==> config.mk <==
export PLATFORM = sky130hd
export DESIGN_NAME = ata_status_control
export DESIGN_NICKNAME = d
export VERILOG_FILES = /design/src/verilog/ata_status_pkg.sv /design/src/verilog/ata_status_control.sv
export SDC_FILE = /design/constraint.sdc
export NUM_CORES = 1
export LEC_CHECK = 0
export BUFFER_PORTS_ARGS = -buffer_cell sky130_fd_sc_hd__buf_2
export CAP_MARGIN = 20
export CELL_PAD_IN_SITES_DETAIL_PLACEMENT = 1
export CELL_PAD_IN_SITES_GLOBAL_PLACEMENT = 1
export CORE_MARGIN = 2
export CORE_UTILIZATION = 44
export DETAILED_ROUTE_END_ITERATION = 8
export PLACE_DENSITY = 0.8
export SLEW_MARGIN = 20
export SYNTH_ARGS = -nofsm -noshare
export SYNTH_HDL_FRONTEND = slang
export SYNTH_SLANG_ARGS = --single-unit
==> constraint.sdc <==
create_clock -name clk -period 3 [get_ports clk]
set_input_delay 0.6 -clock clk [delete_from_list [all_inputs] [get_ports clk]]
set_output_delay 0.6 -clock clk [all_outputs]
set_load 0.01 [all_outputs]
==> src/verilog/ata_status_pkg.sv <==
package ata_status_pkg;

    // Task-file offsets seen by the host.
    localparam logic [3:0] OFF_COMMAND       = 4'h7;
    localparam logic [3:0] OFF_STATUS        = 4'h7;
    localparam logic [3:0] OFF_STATUS_SHADOW = 4'hE;
    localparam logic [3:0] OFF_DEV_CONTROL   = 4'hE;
    localparam logic [3:0] OFF_DRIVE_ADDR    = 4'hF;

    // Status bit positions.
    localparam int ST_BUSY    = 7;
    localparam int ST_READY   = 6;
    localparam int ST_WFAULT  = 5;
    localparam int ST_SEEK    = 4;
    localparam int ST_DREQ    = 3;
    localparam int ST_FIXED   = 2;
    localparam int ST_INDEX   = 1;
    localparam int ST_FAULT   = 0;

    // Device control bit positions.
    localparam int DC_SOFT_RESET = 2;
    localparam int DC_INT_DIS    = 1;

    // Drive address bit positions.
    localparam int DA_WRITE_N   = 6;
    localparam int DA_HEAD_HI   = 5;
    localparam int DA_HEAD_LO   = 2;
    localparam int DA_DRV1_N    = 1;
    localparam int DA_DRV0_N    = 0;

    localparam logic [7:0] STATUS_RESET   = 8'h00;
    localparam logic [7:0] DIAG_NO_ERROR  = 8'h01;

    // Class 2 and class 3 opcodes.
    localparam logic [7:0] OP_WR_SECT     = 8'h30;
    localparam logic [7:0] OP_WR_SECT_NR  = 8'h31;
    localparam logic [7:0] OP_WR_SECT_NE  = 8'h38;
    localparam logic [7:0] OP_WR_BUFFER   = 8'hE8;
    localparam logic [7:0] OP_WR_DMA      = 8'hCA;
    localparam logic [7:0] OP_WR_MULT     = 8'hC5;
    localparam logic [7:0] OP_WR_MULT_NE  = 8'hCD;
    localparam logic [7:0] OP_WR_VERIFY   = 8'h3C;

    // Timing, in the units printed, then in 20 ns clock cycles.
    localparam int CLK_PERIOD_NS   = 20;
    localparam int BUSY_SET_NS     = 400;
    localparam int DREQ_CL2_US     = 700;
    localparam int DREQ_CL3_MS     = 20;
    localparam int BUSY_SET_CYC    = BUSY_SET_NS / CLK_PERIOD_NS;
    localparam int DREQ_CL2_CYC    = DREQ_CL2_US * 1000 / CLK_PERIOD_NS;
    localparam int DREQ_CL3_CYC    = DREQ_CL3_MS * 1000000 / CLK_PERIOD_NS;

    typedef enum logic [1:0] {
        CLASS_1 = 2'b01,
        CLASS_2 = 2'b10,
        CLASS_3 = 2'b11
    } cmd_class_t;

    typedef enum logic [2:0] {
        ST_IDLE    = 3'b000,
        ST_ACCEPT  = 3'b001,
        ST_EXEC    = 3'b010,
        ST_PREP    = 3'b011,
        ST_XFER    = 3'b100,
        ST_SRESET  = 3'b101
    } ctl_state_t;

endpackage

==> src/verilog/ata_status_control.sv <==
// Overview of operation
// - Status read clears interrupt; shadow read doesn't.
// - Busy locks host out of command register.
// - Ready bit zero until commands accepted.
// - Write fault flag follows fault events.
// - Seek complete set whenever card ready.
// - Data request set for transfer, cleared on transfer done or error.
// - Corrected data flag set, read continues.
// - Index flag always reads zero.
// - Error flag set on failure, cleared next command.
// - Device control writable even while busy.
// - Soft reset clears status except busy, which it sets; loads diagnostic code.
// - Interrupt disable gates request, resets to zero.
// - Write active bit low during writes.
// - Head select bits read inverted.
// - Drive select bits low when selected.
// - Class 1 sets busy within 400 ns.
// - Class 2: busy, data request within 700 us.
// - Class 3: busy, data request within 20 ms.
// - C5h, CDh, 3Ch decode as class 3.
// - 30h, 31h, 38h, E8h, CAh decode as class 2.
// - Every other opcode decodes as class 1.
`timescale 1ns/1ps

module ata_status_control
    import ata_status_pkg::*;
#(
    parameter int DREQ_CL2_CYCLES = DREQ_CL2_CYC,
    parameter int DREQ_CL3_CYCLES = DREQ_CL3_CYC,
    parameter int PREP_CYCLES     = 8,
    parameter int INIT_CYCLES     = 16
) (
    // Clock and reset.
    input  wire logic       clk,
    input  wire logic       rst_n,
    // Task-file access from the host interface.
    input  wire logic [3:0] tf_addr,
    input  wire logic       tf_rd,
    input  wire logic       tf_wr,
    input  wire logic [7:0] tf_wdata,
    output logic      [7:0] tf_rdata,
    // Drive/head register and drive number from neighbouring logic.
    input  wire logic [7:0] drive_head,
    input  wire logic       card_drive_num,
    // Events from the controller core.
    input  wire logic       write_fault_evt,
    input  wire logic       corrected_evt,
    input  wire logic       cmd_error_evt,
    input  wire logic       cmd_done_evt,
    input  wire logic       xfer_done_evt,
    // Status toward the controller core and host pins.
    output logic      [7:0] cmd_opcode,
    output logic            cmd_start,
    output logic            soft_reset_active,
    output logic      [7:0] diag_code,
    output logic            diag_load,
    output logic            pending_irq_flag,
    output logic            interrupt_request_n
);

    // ==================================================================
    // Reset synchroniser
    // ==================================================================
    logic rst_meta_reg;
    logic rst_sync_reg;

    // Only the second flop feeds the design, so a release that lands
    // close to an edge can only disturb the first one.

    always_ff @(posedge clk or negedge rst_n) begin
        if (!rst_n) begin
            rst_meta_reg <= 1'b0;
            rst_sync_reg <= 1'b0;
        end else begin
            rst_meta_reg <= 1'b1;
            rst_sync_reg <= rst_meta_reg;
        end
    end

    // ==================================================================
    // Opcode decode
    // ==================================================================
    // Unlisted opcodes fall to class 1, so retired commands still raise
    // busy and complete as a no-operation.
    function automatic cmd_class_t decode_class(input logic [7:0] op);
        cmd_class_t c;
        case (op)
            OP_WR_MULT, OP_WR_MULT_NE, OP_WR_VERIFY:
                c = CLASS_3;
            OP_WR_SECT, OP_WR_SECT_NR, OP_WR_SECT_NE,
            OP_WR_BUFFER, OP_WR_DMA:
                c = CLASS_2;
            default:
                c = CLASS_1;
        endcase
        return c;
    endfunction

    // ==================================================================
    // Host strobes
    // ==================================================================
    ctl_state_t state_reg;
    logic [7:0] status_reg;
    logic       busy;
    logic       wr_cmd;
    logic       wr_ctl;
    logic       rd_status;

    assign busy      = status_reg[ST_BUSY];
    // Opcode writes while busy are dropped: the host is locked out.
    assign wr_cmd    = tf_wr && tf_addr == OFF_COMMAND && !busy
                       && state_reg == ST_IDLE;
    // Control writes bypass the busy lock, so the host can always reach
    // soft reset and the interrupt gate.
    assign wr_ctl    = tf_wr && tf_addr == OFF_DEV_CONTROL;
    assign rd_status = tf_rd && tf_addr == OFF_STATUS;

    // ==================================================================
    // Device control register
    // ==================================================================
    logic soft_reset_reg;
    logic int_dis_reg;

    always_ff @(posedge clk or negedge rst_sync_reg) begin
        if (!rst_sync_reg) begin
            soft_reset_reg <= 1'b0;
            int_dis_reg    <= 1'b0;
        end else if (wr_ctl) begin
            soft_reset_reg <= tf_wdata[DC_SOFT_RESET];
            int_dis_reg    <= tf_wdata[DC_INT_DIS];
        end
    end

    // ==================================================================
    // Command acceptance sequencer
    // ==================================================================
    cmd_class_t class_reg;
    logic [31:0] timer_reg;
    logic        ready_reg;
    logic        writing_reg;

    always_ff @(posedge clk or negedge rst_sync_reg) begin
        if (!rst_sync_reg) begin
            state_reg   <= ST_SRESET;
            class_reg   <= CLASS_1;
            timer_reg   <= 32'h0000_0000;
            ready_reg   <= 1'b0;
            writing_reg <= 1'b0;
        end else if (soft_reset_reg) begin
            state_reg   <= ST_SRESET;
            ready_reg   <= 1'b0;
            writing_reg <= 1'b0;
            timer_reg   <= 32'h0000_0000;
        end else begin
            case (state_reg)
                ST_SRESET: begin
                    // Internal bring-up before commands are taken.
                    if (timer_reg == 32'(INIT_CYCLES)) begin
                        ready_reg <= 1'b1;
                        state_reg <= ST_IDLE;
                        timer_reg <= 32'h0000_0000;
                    end else begin
                        timer_reg <= timer_reg + 32'h0000_0001;
                    end
                end
                ST_IDLE: begin
                    if (wr_cmd) begin
                        class_reg <= decode_class(tf_wdata);
                        state_reg <= ST_ACCEPT;
                    end
                end
                ST_ACCEPT: begin
                    // Busy rises one cycle after the opcode, well
                    // inside the allowed window.
                    timer_reg <= 32'h0000_0000;
                    if (class_reg == CLASS_1) begin
                        state_reg <= ST_EXEC;
                    end else begin
                        writing_reg <= 1'b1;
                        state_reg   <= ST_PREP;
                    end
                end
                ST_PREP: begin
                    // Buffer setup time is far shorter than the limit.
                    timer_reg <= timer_reg + 32'h0000_0001;
                    if (timer_reg == 32'(PREP_CYCLES) ||
                        (class_reg == CLASS_2 &&
                         timer_reg == 32'(DREQ_CL2_CYCLES - 1)) ||
                        timer_reg == 32'(DREQ_CL3_CYCLES - 1)) begin
                        state_reg <= ST_XFER;
                    end
                end
                ST_XFER: begin
                    if (xfer_done_evt || cmd_error_evt) begin
                        writing_reg <= 1'b0;
                        state_reg   <= ST_IDLE;
                    end
                end
                ST_EXEC: begin
                    if (cmd_done_evt || cmd_error_evt) begin
                        state_reg <= ST_IDLE;
                    end
                end
                default: begin
                    state_reg <= ST_IDLE;
                end
            endcase
        end
    end

    // ==================================================================
    // Status register
    // ==================================================================
    logic [7:0] status_next;

    always_comb begin
        status_next = status_reg;
        status_next[ST_BUSY]  = state_reg == ST_ACCEPT ||
                                state_reg == ST_PREP ||
                                state_reg == ST_EXEC ||
                                state_reg == ST_SRESET;
        status_next[ST_READY] = ready_reg;
        status_next[ST_SEEK]  = ready_reg;
        status_next[ST_INDEX] = 1'b0;
        // Data request rises with busy dropping the same edge.
        status_next[ST_DREQ]  = state_reg == ST_XFER;
        if (state_reg == ST_ACCEPT) begin
            // A new command clears the sticky results.
            status_next[ST_FAULT]  = 1'b0;
            status_next[ST_WFAULT] = 1'b0;
            status_next[ST_FIXED]  = 1'b0;
        end
        if (write_fault_evt) begin
            status_next[ST_WFAULT] = 1'b1;
        end
        if (corrected_evt) begin
            // Only flagged; the transfer sequence is not disturbed.
            status_next[ST_FIXED] = 1'b1;
        end
        if (cmd_error_evt) begin
            status_next[ST_FAULT] = 1'b1;
        end
        if (soft_reset_reg) begin
            status_next = STATUS_RESET;
            status_next[ST_BUSY] = 1'b1;
        end
    end

    always_ff @(posedge clk or negedge rst_sync_reg) begin
        if (!rst_sync_reg) begin
            status_reg <= STATUS_RESET;
        end else begin
            status_reg <= status_next;
        end
    end

    // ==================================================================
    // Interrupt
    // ==================================================================
    logic irq_reg;
    logic cmd_end;
    logic xfer_entry;

    // Data request shows in the status register one cycle after the
    // transfer state is entered; raising the interrupt in that cycle
    // tells the host to move data exactly when it may.
    assign xfer_entry = state_reg == ST_XFER && !status_reg[ST_DREQ];
    assign cmd_end    = (state_reg == ST_EXEC && cmd_done_evt) ||
                        cmd_error_evt ||
                        xfer_entry;

    always_ff @(posedge clk or negedge rst_sync_reg) begin
        if (!rst_sync_reg) begin
            irq_reg <= 1'b0;
        end else if (soft_reset_reg) begin
            irq_reg <= 1'b0;
        end else if (cmd_end) begin
            // A new event beats a simultaneous status read.
            irq_reg <= 1'b1;
        end else if (rd_status) begin
            irq_reg <= 1'b0;
        end
    end

    always_ff @(posedge clk or negedge rst_sync_reg) begin
        if (!rst_sync_reg) begin
            pending_irq_flag    <= 1'b0;
            interrupt_request_n <= 1'b1;
        end else begin
            pending_irq_flag    <= irq_reg && !int_dis_reg;
            interrupt_request_n <= !(irq_reg && !int_dis_reg);
        end
    end

    // ==================================================================
    // Read data and core handshake
    // ==================================================================
    logic [7:0] drive_addr;
    logic       sel_drv;

    assign sel_drv = drive_head[4] == card_drive_num;
    always_comb begin
        drive_addr = 8'h00;
        // Bit 7 is don't care; it reads 1 like an undriven legacy line.
        drive_addr[7]          = 1'b1;
        drive_addr[DA_WRITE_N] = !writing_reg;
        drive_addr[DA_HEAD_HI:DA_HEAD_LO] = ~drive_head[3:0];
        drive_addr[DA_DRV1_N]  = !(sel_drv && card_drive_num);
        drive_addr[DA_DRV0_N]  = !(sel_drv && !card_drive_num);
    end

    always_ff @(posedge clk or negedge rst_sync_reg) begin
        if (!rst_sync_reg) begin
            tf_rdata <= 8'h00;
        end else if (tf_rd) begin
            case (tf_addr)
                OFF_STATUS, OFF_STATUS_SHADOW:
                    tf_rdata <= status_reg;
                OFF_DRIVE_ADDR:
                    tf_rdata <= drive_addr;
                default:
                    tf_rdata <= 8'h00;
            endcase
        end
    end

    always_ff @(posedge clk or negedge rst_sync_reg) begin
        if (!rst_sync_reg) begin
            cmd_opcode        <= 8'h00;
            cmd_start         <= 1'b0;
            soft_reset_active <= 1'b0;
            diag_code         <= 8'h00;
            diag_load         <= 1'b0;
        end else begin
            cmd_start         <= wr_cmd;
            soft_reset_active <= soft_reset_reg;
            diag_load         <= wr_ctl && tf_wdata[DC_SOFT_RESET]
                                 && !soft_reset_reg;
            diag_code         <= DIAG_NO_ERROR;
            if (wr_cmd) begin
                cmd_opcode <= tf_wdata;
            end
        end
    end

endmodule

Yosys cells after proc, flatten, opt, wreduce, memory -nomap -nowiden --
Index checks and enable logic that the tools add are counted.
Cells by class: add/subtract/negate cells 1, equal/unequal tests 29, muxes and demuxes 28, bitwise logic cells 2, reduce and logical (&&, ||, !) cells 47
Operators with widths (number):
- 32-bit case mux with 3 select lines | 1
- 32-bit two-way mux | 2
- 32-bit by 1-bit adder with 32-bit output, second input constant | 1
- 32-bit by 16-bit == test with 1-bit output, second input constant | 1
- 32-bit by 20-bit == test with 1-bit output, second input constant | 1
- 32-bit by 4-bit == test with 1-bit output, second input constant | 1
- 32-bit by 5-bit == test with 1-bit output, second input constant | 1
- 8-bit by 6-bit == test with 1-bit output, second input constant | 4
- 8-bit == test, second input constant | 4
- 3-bit two-way mux | 6
- 3-bit != test, second input constant | 6
- 3-bit case mux with 6 select lines | 1
- 8-bit case mux with 2 select lines | 1
- 3-bit nonzero test | 5
- 1-bit two-way mux | 14
- 1-bit logical AND | 13
- 1-bit zero test | 9
- 1-bit logical OR | 9
- 4-bit == test, second input constant | 2
- 8-bit two-way mux | 1
- 3-bit by 2-bit == test with 1-bit output, second input constant | 2
- 3-bit == test, second input constant | 2
- 3-bit AND reduction | 2
- 5-bit AND reduction | 1
- 16 further kinds | 17
Word-level totals: register bits after elaboration 74, bits of input ports 30, output and inout port bits 29, logic and storage cells 129

Longest topological paths before layout --
Gate-level depths: netlist of run 1.
depth in word-level cells 7, mapped depth 8, gate-level depth less buffers 7

Worst setup path after synthesis of run 1 --
Ideal clock, no wire load.
path kind input to register, from input tf_addr[2], to register class_reg[1], setup time 0.125 ns, data arrival time 2.214 ns, data required time 2.875 ns, path slack 0.661 ns, stages 6, path buffers 1, cells stage by stage nand3_1 > or4b_1 > or4_1 > buf_2 > nor2_1 > mux2_2
Between the ends: cells in the longest elaborated chain, start to end 5
RTL lines:
- start: declaration | RTL line ata_status_control.sv:37 | input wire logic [3:0] tf_addr,
- 4-bit by 3-bit == test with 1-bit output | RTL line ata_status_control.sv:111 | assign wr_cmd = tf_wr && tf_addr == OFF_COMMAND && !busy
- 1-bit logical AND (2 in series) | RTL line ata_status_control.sv:111
- 1-bit logical AND | RTL line ata_status_control.sv:112 | && state_reg == ST_IDLE;
- 3-bit AND reduction (no source line)
- end signal: assignment | RTL line ata_status_control.sv:168 | class_reg <= decode_class(tf_wdata);
- end: declaration | RTL line ata_status_control.sv:137 | cmd_class_t class_reg;
Every way passes these cells. A chain may end at the register's enable or synchronous reset.

Worst setup path in the final report of run 1 --
from register timer_reg[13], to register timer_reg[12]
Between the ends: cells in the longest elaborated chain, start to end 4
RTL lines:
- start: declaration | RTL line ata_status_control.sv:138 | logic [31:0] timer_reg;
- start signal: assignment | RTL line ata_status_control.sv:163 | timer_reg <= timer_reg + 32'h0000_0001;
- start signal: assignment | RTL line ata_status_control.sv:185 | timer_reg <= timer_reg + 32'h0000_0001;
- 32-bit by 5-bit == test with 1-bit output | RTL line ata_status_control.sv:158 | if (timer_reg == 32'(INIT_CYCLES)) begin
- 32-bit two-way mux | RTL line ata_status_control.sv:158
- 32-bit case mux with 3 select lines | RTL line ata_status_control.sv:155 | case (state_reg)
- 32-bit two-way mux | RTL line ata_status_control.sv:149 | end else if (soft_reset_reg) begin
Every way passes these cells.

==> load_flow_metrics.sql, run 1 <==
INSERT INTO impl_metrics (metric_group, metric, value, unit) VALUES
('layout', 'final_common_cell', 'sky130_fd_sc_hd__dfrtp_1', ''),
('layout', 'mostFrequentLayoutCells', '67 x sky130_fd_sc_hd__dfrtp_1, 59 x sky130_fd_sc_hd__nor2_1, 48 x sky130_fd_sc_hd__buf_2, 25 x sky130_fd_sc_hd__nand2_1, 21 x sky130_fd_sc_hd__a21oi_1', ''),
('synthesis', 'post_synth_instance_area', '0.00375', 'sq mm'),
('timing', 'timing.final.hold_violations', '0', ''),
('critical_path', 'worstPathMaxFanout', '30', ''),
('timing', 'layout_setup_ws', '0.561', 'ns'),
('status', 'outcome', 'completed', ''),
('die', 'floorplan.die_area', '0.00927', 'sq mm'),
('timing', 'hold-worst-slack', '0.357', 'ns'),
('clocking', 'cts_tree', 'done', ''),
('synthesis', 'synth_top_cells_by_area', 'sky130_fd_sc_hd__dfrtp_1 45%, sky130_fd_sc_hd__nor2_1 5.9%, sky130_fd_sc_hd__xnor2_1 4.0%', ''),
('power_and_ir_drop', 'p_per_area', '606', 'mW/mm^2'),
('layout', 'design_area', '0.00422', 'sq mm'),
('place', 'pre_cts_slack', '0.518', 'ns'),
('worst_hold_path', 'hold_class', 'reg2reg', ''),
('clocking', 'cts_made_buffers', '9', ''),
('timing', 'setup_total_negative_slack', '0', 'ns'),
('clocking', 'path_clk_slew', '0.08', 'ns'),
('layout', 'layout-area-overhead-vs-synth', '12.6', '%'),
('place', 'hpwlAfterDp', '6.28', 'mm'),
('global_routing', 'pin_count_of_the_biggest_net_entering_global_routing', '43', ''),
('synthesis', 'netlist-cell-type-count', '62', ''),
('route', 'postRouteAntennaNets', '0', ''),
('die', 'floorplan.die.height', '96.3', 'um'),
('synthesis', 'synth.top_cell.area_share', '0.454', ''),
('die', 'core_area', '0.00826', 'sq mm'),
('timing', 'worst-slew-pin-transition', '0.908', 'ns'),
('clocking', 'clk-insertion-delay-late', '0.36', 'ns'),
('global_routing', 'antenna_found_initial', '0', ''),
('die', 'floorplan.io_pins', '59', ''),
('global_routing', 'grt_overflow_total', '0', ''),
('synthesis', 'biggest_area_consumer_among_synthesized_cells', 'sky130_fd_sc_hd__dfrtp_1', ''),
('layout', 'utilization', '0.511', ''),
('clocking', 'cts_sinks', '72', ''),
('route', 'met1_length', '3.89', 'mm'),
('route', 'top_signal_layer_used', 'met4', ''),
('place', 'gp_congestion', '0.825', ''),
('timing', 'timing.final.crit_share', '0.813', ''),
('global_routing', 'global_route.usage.total', '0.209', ''),
('route', 'dr_pass1_iterations', '4', ''),
('route', 'drt-wirelength-per-cell', '16.1', 'um'),
('timing', 'timing.final.crit_period', '2.44', 'ns'),
('synthesis', 'synth_edf_count', '0', ''),
('route', 'detailroute.wirelength.met2', '4.44', 'mm'),
('synthesis', 'ys_ff_latch', '72', ''),
('power_and_ir_drop', 'vdd_ir_drop_max', '0.292', 'mV'),
('route', 'vias', '2962', ''),
('clocking', 'cts_root_buffer', 'sky130_fd_sc_hd__clkbuf_8', ''),
('timing', 'finalClockSkew', '0.00913', 'ns'),
('route', 'routed_via_density', '5.44', ''),
('clocking', 'clockBufferDepth', '2', ''),
('place', 'place.port_buffers', '48', ''),
('clocking', 'setup_repair_bufs_after_cts', '0', ''),
('timing', 'final_setup_violating_endpoints', '0', ''),
('synthesis', 'synth_warnings', '0', ''),
('timing', 'unrepaired_setup_endpoints_after_global_routing', 'no', ''),
('critical_path', 'timing.critical_path.required', '3.24', 'ns'),
('timing', 'max_freq', '0.410', 'GHz'),
('critical_path', 'element_type_at_the_critical_path_start', 'register', ''),
('synthesis', 'async_reset_ff_frac', '1.00', ''),
('clocking', 'cts-resized-gates', '0', ''),
('global_routing', 'grt_first_pass_wirelength', '14.7', 'mm'),
('die', 'floorplan.initialDensity', '0.454', ''),
('layout', 'flip_flop_count_of_the_largest_register_all_copies_and_words_added', '32', ''),
('layout', 'finalNetCount', '466', ''),
('power_and_ir_drop', 'power.static_leakage', '1.87', 'nW'),
('route', 'route.final.wire_length', '8.74', 'mm'),
('run', 'timing.max_cap.violations', '0', ''),
('critical_path', 'critPathCaptureType', 'register', ''),
('synthesis', 'synthesis.area_per_instance', '9.76', 'sq um'),
('place', 'placed_cell_area', '0.00403', 'sq mm');
-- cell type report --
class	count	area (sq um)
clock inverters	7	57.6
multi-input cells	282	1740
inverters	14	66.3
flip-flops and latches	72	1810
well taps	105	131
fillers	984	4040
clock buffers	9	124
repair buffers	55	295
-- kinds of logic (layout without fill, tap and decap cells) --
kind of cell / after synthesis / count (layout) / share of synthesized area
buffers and inverters: 37 / 85 / 0.0614
XOR/XNOR: 26 / 26 / 0.0607
other: 2 / 9 / 0.00200
flip-flops: 72 / 72 / 0.482
AO/OA/AOI/OAI: 54 / 54 / 0.0928
adder cells (fa/ha/maj): 2 / 2 / 0.00667
AND/OR/NAND/NOR: 178 / 178 / 0.255
multiplexers: 13 / 13 / 0.0391
-- report_power, final --
part / total [W] / internal [W] / switching [W]
Clock: 0.000716 / 0.000306 / 0.000410
Combinational: 0.000607 / 0.000245 / 0.000361
Sequential: 0.00123 / 0.00110 / 0.000134
-- synth_stat cells, types with 3 or more instances --
| cell type | number |
|---|---|
| sky130_fd_sc_hd__dfrtp_1 | 68 |
| sky130_fd_sc_hd__nor2_1 | 59 |
| sky130_fd_sc_hd__nand2_1 | 25 |
| sky130_fd_sc_hd__a21oi_1 | 21 |
| sky130_fd_sc_hd__xnor2_1 | 17 |
| sky130_fd_sc_hd__nand3_1 | 14 |
| sky130_fd_sc_hd__inv_1 | 13 |
| sky130_fd_sc_hd__mux2_2 | 13 |
| sky130_fd_sc_hd__nand4_1 | 12 |
| sky130_fd_sc_hd__buf_4 | 11 |
| sky130_fd_sc_hd__nor3_1 | 10 |
| sky130_fd_sc_hd__xor2_1 | 9 |
| sky130_fd_sc_hd__nor4_1 | 8 |
| sky130_fd_sc_hd__or3_1 | 8 |
| sky130_fd_sc_hd__nor2b_1 | 6 |
| sky130_fd_sc_hd__or4_1 | 6 |
| sky130_fd_sc_hd__a31oi_1 | 5 |
| sky130_fd_sc_hd__clkbuf_1 | 5 |
| sky130_fd_sc_hd__nand2b_1 | 5 |
| sky130_fd_sc_hd__o21ai_0 | 5 |
| sky130_fd_sc_hd__and2_1 | 4 |
| sky130_fd_sc_hd__dfstp_2 | 4 |
| sky130_fd_sc_hd__o31ai_1 | 4 |
| sky130_fd_sc_hd__a21o_1 | 3 |
| sky130_fd_sc_hd__nor3b_1 | 3 |
-- path summary, 6_finish.rpt --
kind | start | endpoint | slack [ns] | cells after the start
worst max-delay path | timer_reg[13]$_DFFE_PN0P_ | timer_reg[12]$_DFFE_PN0P_ | 0.56 | 6
worst min-delay path | rst_meta_reg$_DFF_PN0_ | rst_sync_reg$_DFF_PN0_ | 0.36 | 0
worst max register to register | timer_reg[13]$_DFFE_PN0P_ | timer_reg[12]$_DFFE_PN0P_ | 0.56 | 6
worst min register to register | rst_meta_reg$_DFF_PN0_ | rst_sync_reg$_DFF_PN0_ | 0.36 | 0
max in group asynchronous | rst_sync_reg$_DFF_PN0_ | class_reg[0]$_DFFE_PN1P_ | 1.80 | 1
min in group asynchronous | rst_sync_reg$_DFF_PN0_ | soft_reset_reg$_DFFE_PN0P_ | 0.41 | 0
-- routing by layer --
| metal | GRT usage | vias to the layer above |
|---|---|---|
| met1 | 0.254 | 1477 |
| met4 | 0.0763 | 0 |
| li1 | - | 1427 |
| met5 | 0 | - |
| met2 | 0.365 | 47 |
| met3 | 0.0431 | 11 |
-- critical path: stages (launching register included) --
cell and delay (ns):
sky130_fd_sc_hd__dfrtp_1 0.42, sky130_fd_sc_hd__or4_4 0.59, sky130_fd_sc_hd__or3b_1 0.44, sky130_fd_sc_hd__nor4_4 0.28, sky130_fd_sc_hd__a21o_1 0.17, sky130_fd_sc_hd__buf_4 0.30, sky130_fd_sc_hd__o31ai_1 0.12
-- metrics by stage --
| step | power, W | cells |
|---|---|---|
| finish | 0.00256 | 544 |
| global route | 0.00272 | 544 |
| CTS | 0.00258 | 544 |
| detailed placement | 0.00186 | 527 |
| global placement | 0.00183 | 527 |
| floorplan | 0.00172 | 391 |
Power figures use the tool's default switching activity.
==> inputs of run 2 (changes only) <==
==> constraint.sdc (replaced) <==
create_clock -name clk -period 2.5 [get_ports clk]
set_input_delay 0.5 -clock clk [delete_from_list [all_inputs] [get_ports clk]]
set_output_delay 0.5 -clock clk [all_outputs]
set_load 0.01 [all_outputs]
==> run 2 against run 1 <==
  * Sequential cell count unchanged
  * Utilization up 1.3 points
  * Power increased by 29%
  * Via count up 0.95%
  * Register-to-register slack worse by 0.38 ns
  * Largest cell class unchanged
  * Largest power group unchanged
==> load_flow_metrics.sql, run 2 (same netlist as run 1, synthesis figures left out) <==
INSERT INTO impl_metrics (metric_group, metric, value, unit) VALUES
('status', 'outcome', 'completed', ''),
('layout', 'utilization', '0.524', ''),
('power_and_ir_drop', 'switching_share', '0.330', ''),
('place', 'hpwlAfterDp', '6.44', 'mm'),
('die', 'floorplan.die_area', '0.00927', 'sq mm'),
('route', 'route.final.wire_length', '9.15', 'mm'),
('power_and_ir_drop', 'internal_portion_of_total_power', '0.00221', 'W'),
('layout', 'flip_flop_count_of_the_largest_register_all_copies_and_words_added', '32', ''),
('run', 'timing.max_cap.violations', '0', ''),
('critical_path', 'worst-endpoint-arrival', '2.56', 'ns'),
('timing', 'timing.final.crit_period', '2.32', 'ns'),
('die', 'floorplan.io_pins', '59', ''),
('global_routing', 'grt_overflow_total', '0', ''),
('place', 'place.port_buffers', '48', ''),
('critical_path', 'crit-reg2reg-launch', 'state_reg[0]$_DFFE_PN1P_', ''),
('die', 'floorplan.die.height', '96.3', 'um'),
('route', 'drtIter0Drc', '98', ''),
('clocking', 'path_clk_slew', '0.08', 'ns'),
('timing', 'max_slew_margin', '0.608', ''),
('layout', 'drive_gt1_frac', '0.236', ''),
('power_and_ir_drop', 'total_switching_power', '0.00109', 'W'),
('critical_path', 'element_type_at_the_critical_path_start', 'register', ''),
('power_and_ir_drop', 'vdd_ir_drop_max', '0.311', 'mV'),
('die', 'num_rows', '33', ''),
('timing', 'hold-worst-slack', '0.277', 'ns'),
('timing', 'worst-slew-pin-transition', '0.588', 'ns'),
('timing', 'setup_total_negative_slack', '0', 'ns'),
('layout', 'finalNetCount', '471', ''),
('clocking', 'cts_tree', 'done', ''),
('clocking', 'cts-htree-levels', '3', ''),
('timing', 'timing.final.crit_share', '0.927', ''),
('critical_path', 'timing.setup.critical_path_class', 'reg2reg', ''),
('clocking', 'clk-insertion-delay-late', '0.36', 'ns'),
('clocking', 'cts_sinks', '72', ''),
('die', 'floorplan.initialDensity', '0.454', ''),
('route', 'dr_pass1_iterations', '4', ''),
('global_routing', 'grt_first_pass_wirelength', '15.4', 'mm'),
('power_and_ir_drop', 'power.combinational.fraction', '0.243', ''),
('timing', 'drv_slew', '0', ''),
('clocking', 'cts_made_buffers', '9', ''),
('clocking', 'clockBufferDepth', '2', ''),
('route', 'post-route-drc-count', '0', ''),
('timing', 'max_freq', '0.432', 'GHz'),
('power_and_ir_drop', 'p_per_area', '763', 'mW/mm^2'),
('timing', 'finalClockSkew', '0.0104', 'ns'),
('power_and_ir_drop', 'clock_power_share', '0.315', ''),
('layout', 'antenna-diode-count', '0', ''),
('critical_path', 'worstPathMaxFanout', '13', ''),
('timing', 'timing.final.hold_violations', '0', ''),
('layout', 'mostFrequentLayoutCells', '67 x sky130_fd_sc_hd__dfrtp_1, 59 x sky130_fd_sc_hd__nor2_1, 48 x sky130_fd_sc_hd__buf_2, 25 x sky130_fd_sc_hd__nand2_1, 21 x sky130_fd_sc_hd__a21oi_1', ''),
('global_routing', 'grt_pass1_vias', '3144', ''),
('timing', 'unrepaired_setup_endpoints_after_global_routing', 'no', ''),
('route', 'drt-wirelength-per-cell', '16.7', 'um'),
('layout', 'final_common_cell', 'sky130_fd_sc_hd__dfrtp_1', ''),
('die', 'floorplan.die.width', '96.3', 'um'),
('timing', 'final_setup_violating_endpoints', '0', ''),
('global_routing', 'antenna_found_initial', '0', ''),
('route', 'vias', '2990', ''),
('die', 'core_area', '0.00826', 'sq mm'),
('global_routing', 'pin_count_of_the_biggest_net_entering_global_routing', '47', ''),
('global_routing', 'global_route.usage.total', '0.217', ''),
('place', 'gp_congestion', '0.799', ''),
('worst_hold_path', 'hold_class', 'reg2async', ''),
('route', 'postRouteAntennaNets', '0', ''),
('route', 'routed_via_density', '5.45', ''),
('critical_path', 'critPathCaptureType', 'register', ''),
('power_and_ir_drop', 'share_seq_of_total_power', '0.443', ''),
('critical_path', 'crit_path_start', 'state_reg[0]$_DFFE_PN1P_', ''),
('clocking', 'cts_root_buffer', 'sky130_fd_sc_hd__clkbuf_8', ''),
('critical_path', 'timing.critical_path.required', '2.74', 'ns'),
('power_and_ir_drop', 'power.static_leakage', '1.93', 'nW'),
('layout', 'layout-area-overhead-vs-synth', '15.4', '%');
==> run 2: cell type report <==
class                   instances  area, sq um
flip-flops and latches         72         1810
clock buffers                   9          124
multi-input cells             282         1740
clock inverters                 7         95.1
well taps                     105          131
inverters                      14         66.3
repair buffers                 60          358
fillers                       988         3930
==> run 2: power groups by stage <==
stage               Sequential [W]  Clock (W)  Combinational, W
finish                     0.00146    0.00104          0.000801
global route               0.00148    0.00109          0.000891
CTS                        0.00146    0.00106          0.000808
detailed placement         0.00148          0          0.000796
global placement           0.00147          0          0.000765
floorplan                  0.00144          0          0.000617
==> run 2: what timing repair did <==
item,4_1_cts,5_1_grt
resized for setup,0,1
hold buffers,1,0
hold endpoints to repair,2,0
endpoints found under the setup margin,0,1
setup buffers,0,0
==> run 2: through the flow <==
stage | instances | setup slack, ns | power [W] | instance area, sq um
6_report | 549 | 0.183 | 0.00330 | 4330
5_1_grt | 549 | 0.0589 | 0.00347 | 4330
4_1_cts | 549 | 0.0736 | 0.00332 | 4320
3_5_place_dp | 532 | 0.131 | 0.00228 | 4090
3_3_place_gp | 532 | 0.159 | 0.00224 | 4090
2_1_floorplan | 391 | 0.261 | 0.00206 | 3770
==> run 2: worst max-delay path, stage by stage (launching register included) <==
cell                       delay (ns)
sky130_fd_sc_hd__dfstp_2         0.64
sky130_fd_sc_hd__a21bo_2         0.28
sky130_fd_sc_hd__a2111o_1        0.65
sky130_fd_sc_hd__nor4_2          0.41
sky130_fd_sc_hd__xnor2_1         0.16
sky130_fd_sc_hd__nor2_1          0.06
==> run 2: path summary, 6_finish.rpt <==
kind | to | slack, ns | cells past startpoint
max | timer_reg[31]$_DFFE_PN0P_ | 0.18 | 5
min reg2reg | cmd_opcode[4]$_DFFE_PN0P_ | 0.28 | 0
min | cmd_opcode[4]$_DFFE_PN0P_ | 0.28 | 0
max in group asynchronous | state_reg[0]$_DFFE_PN1P_ | 1.52 | 1
max reg2reg | timer_reg[31]$_DFFE_PN0P_ | 0.18 | 5
min in group clk | rst_sync_reg$_DFF_PN0_ | 0.36 | 0
==> run 2: metal layers <==
layer	vias up	global-route usage	part of all wire
li1	1441	-	-
met1	1491	0.273	0.45
met2	44	0.370	0.50
met3	14	0.0321	0.026
met4	0	0.0939	0.021
met5	-	0	0
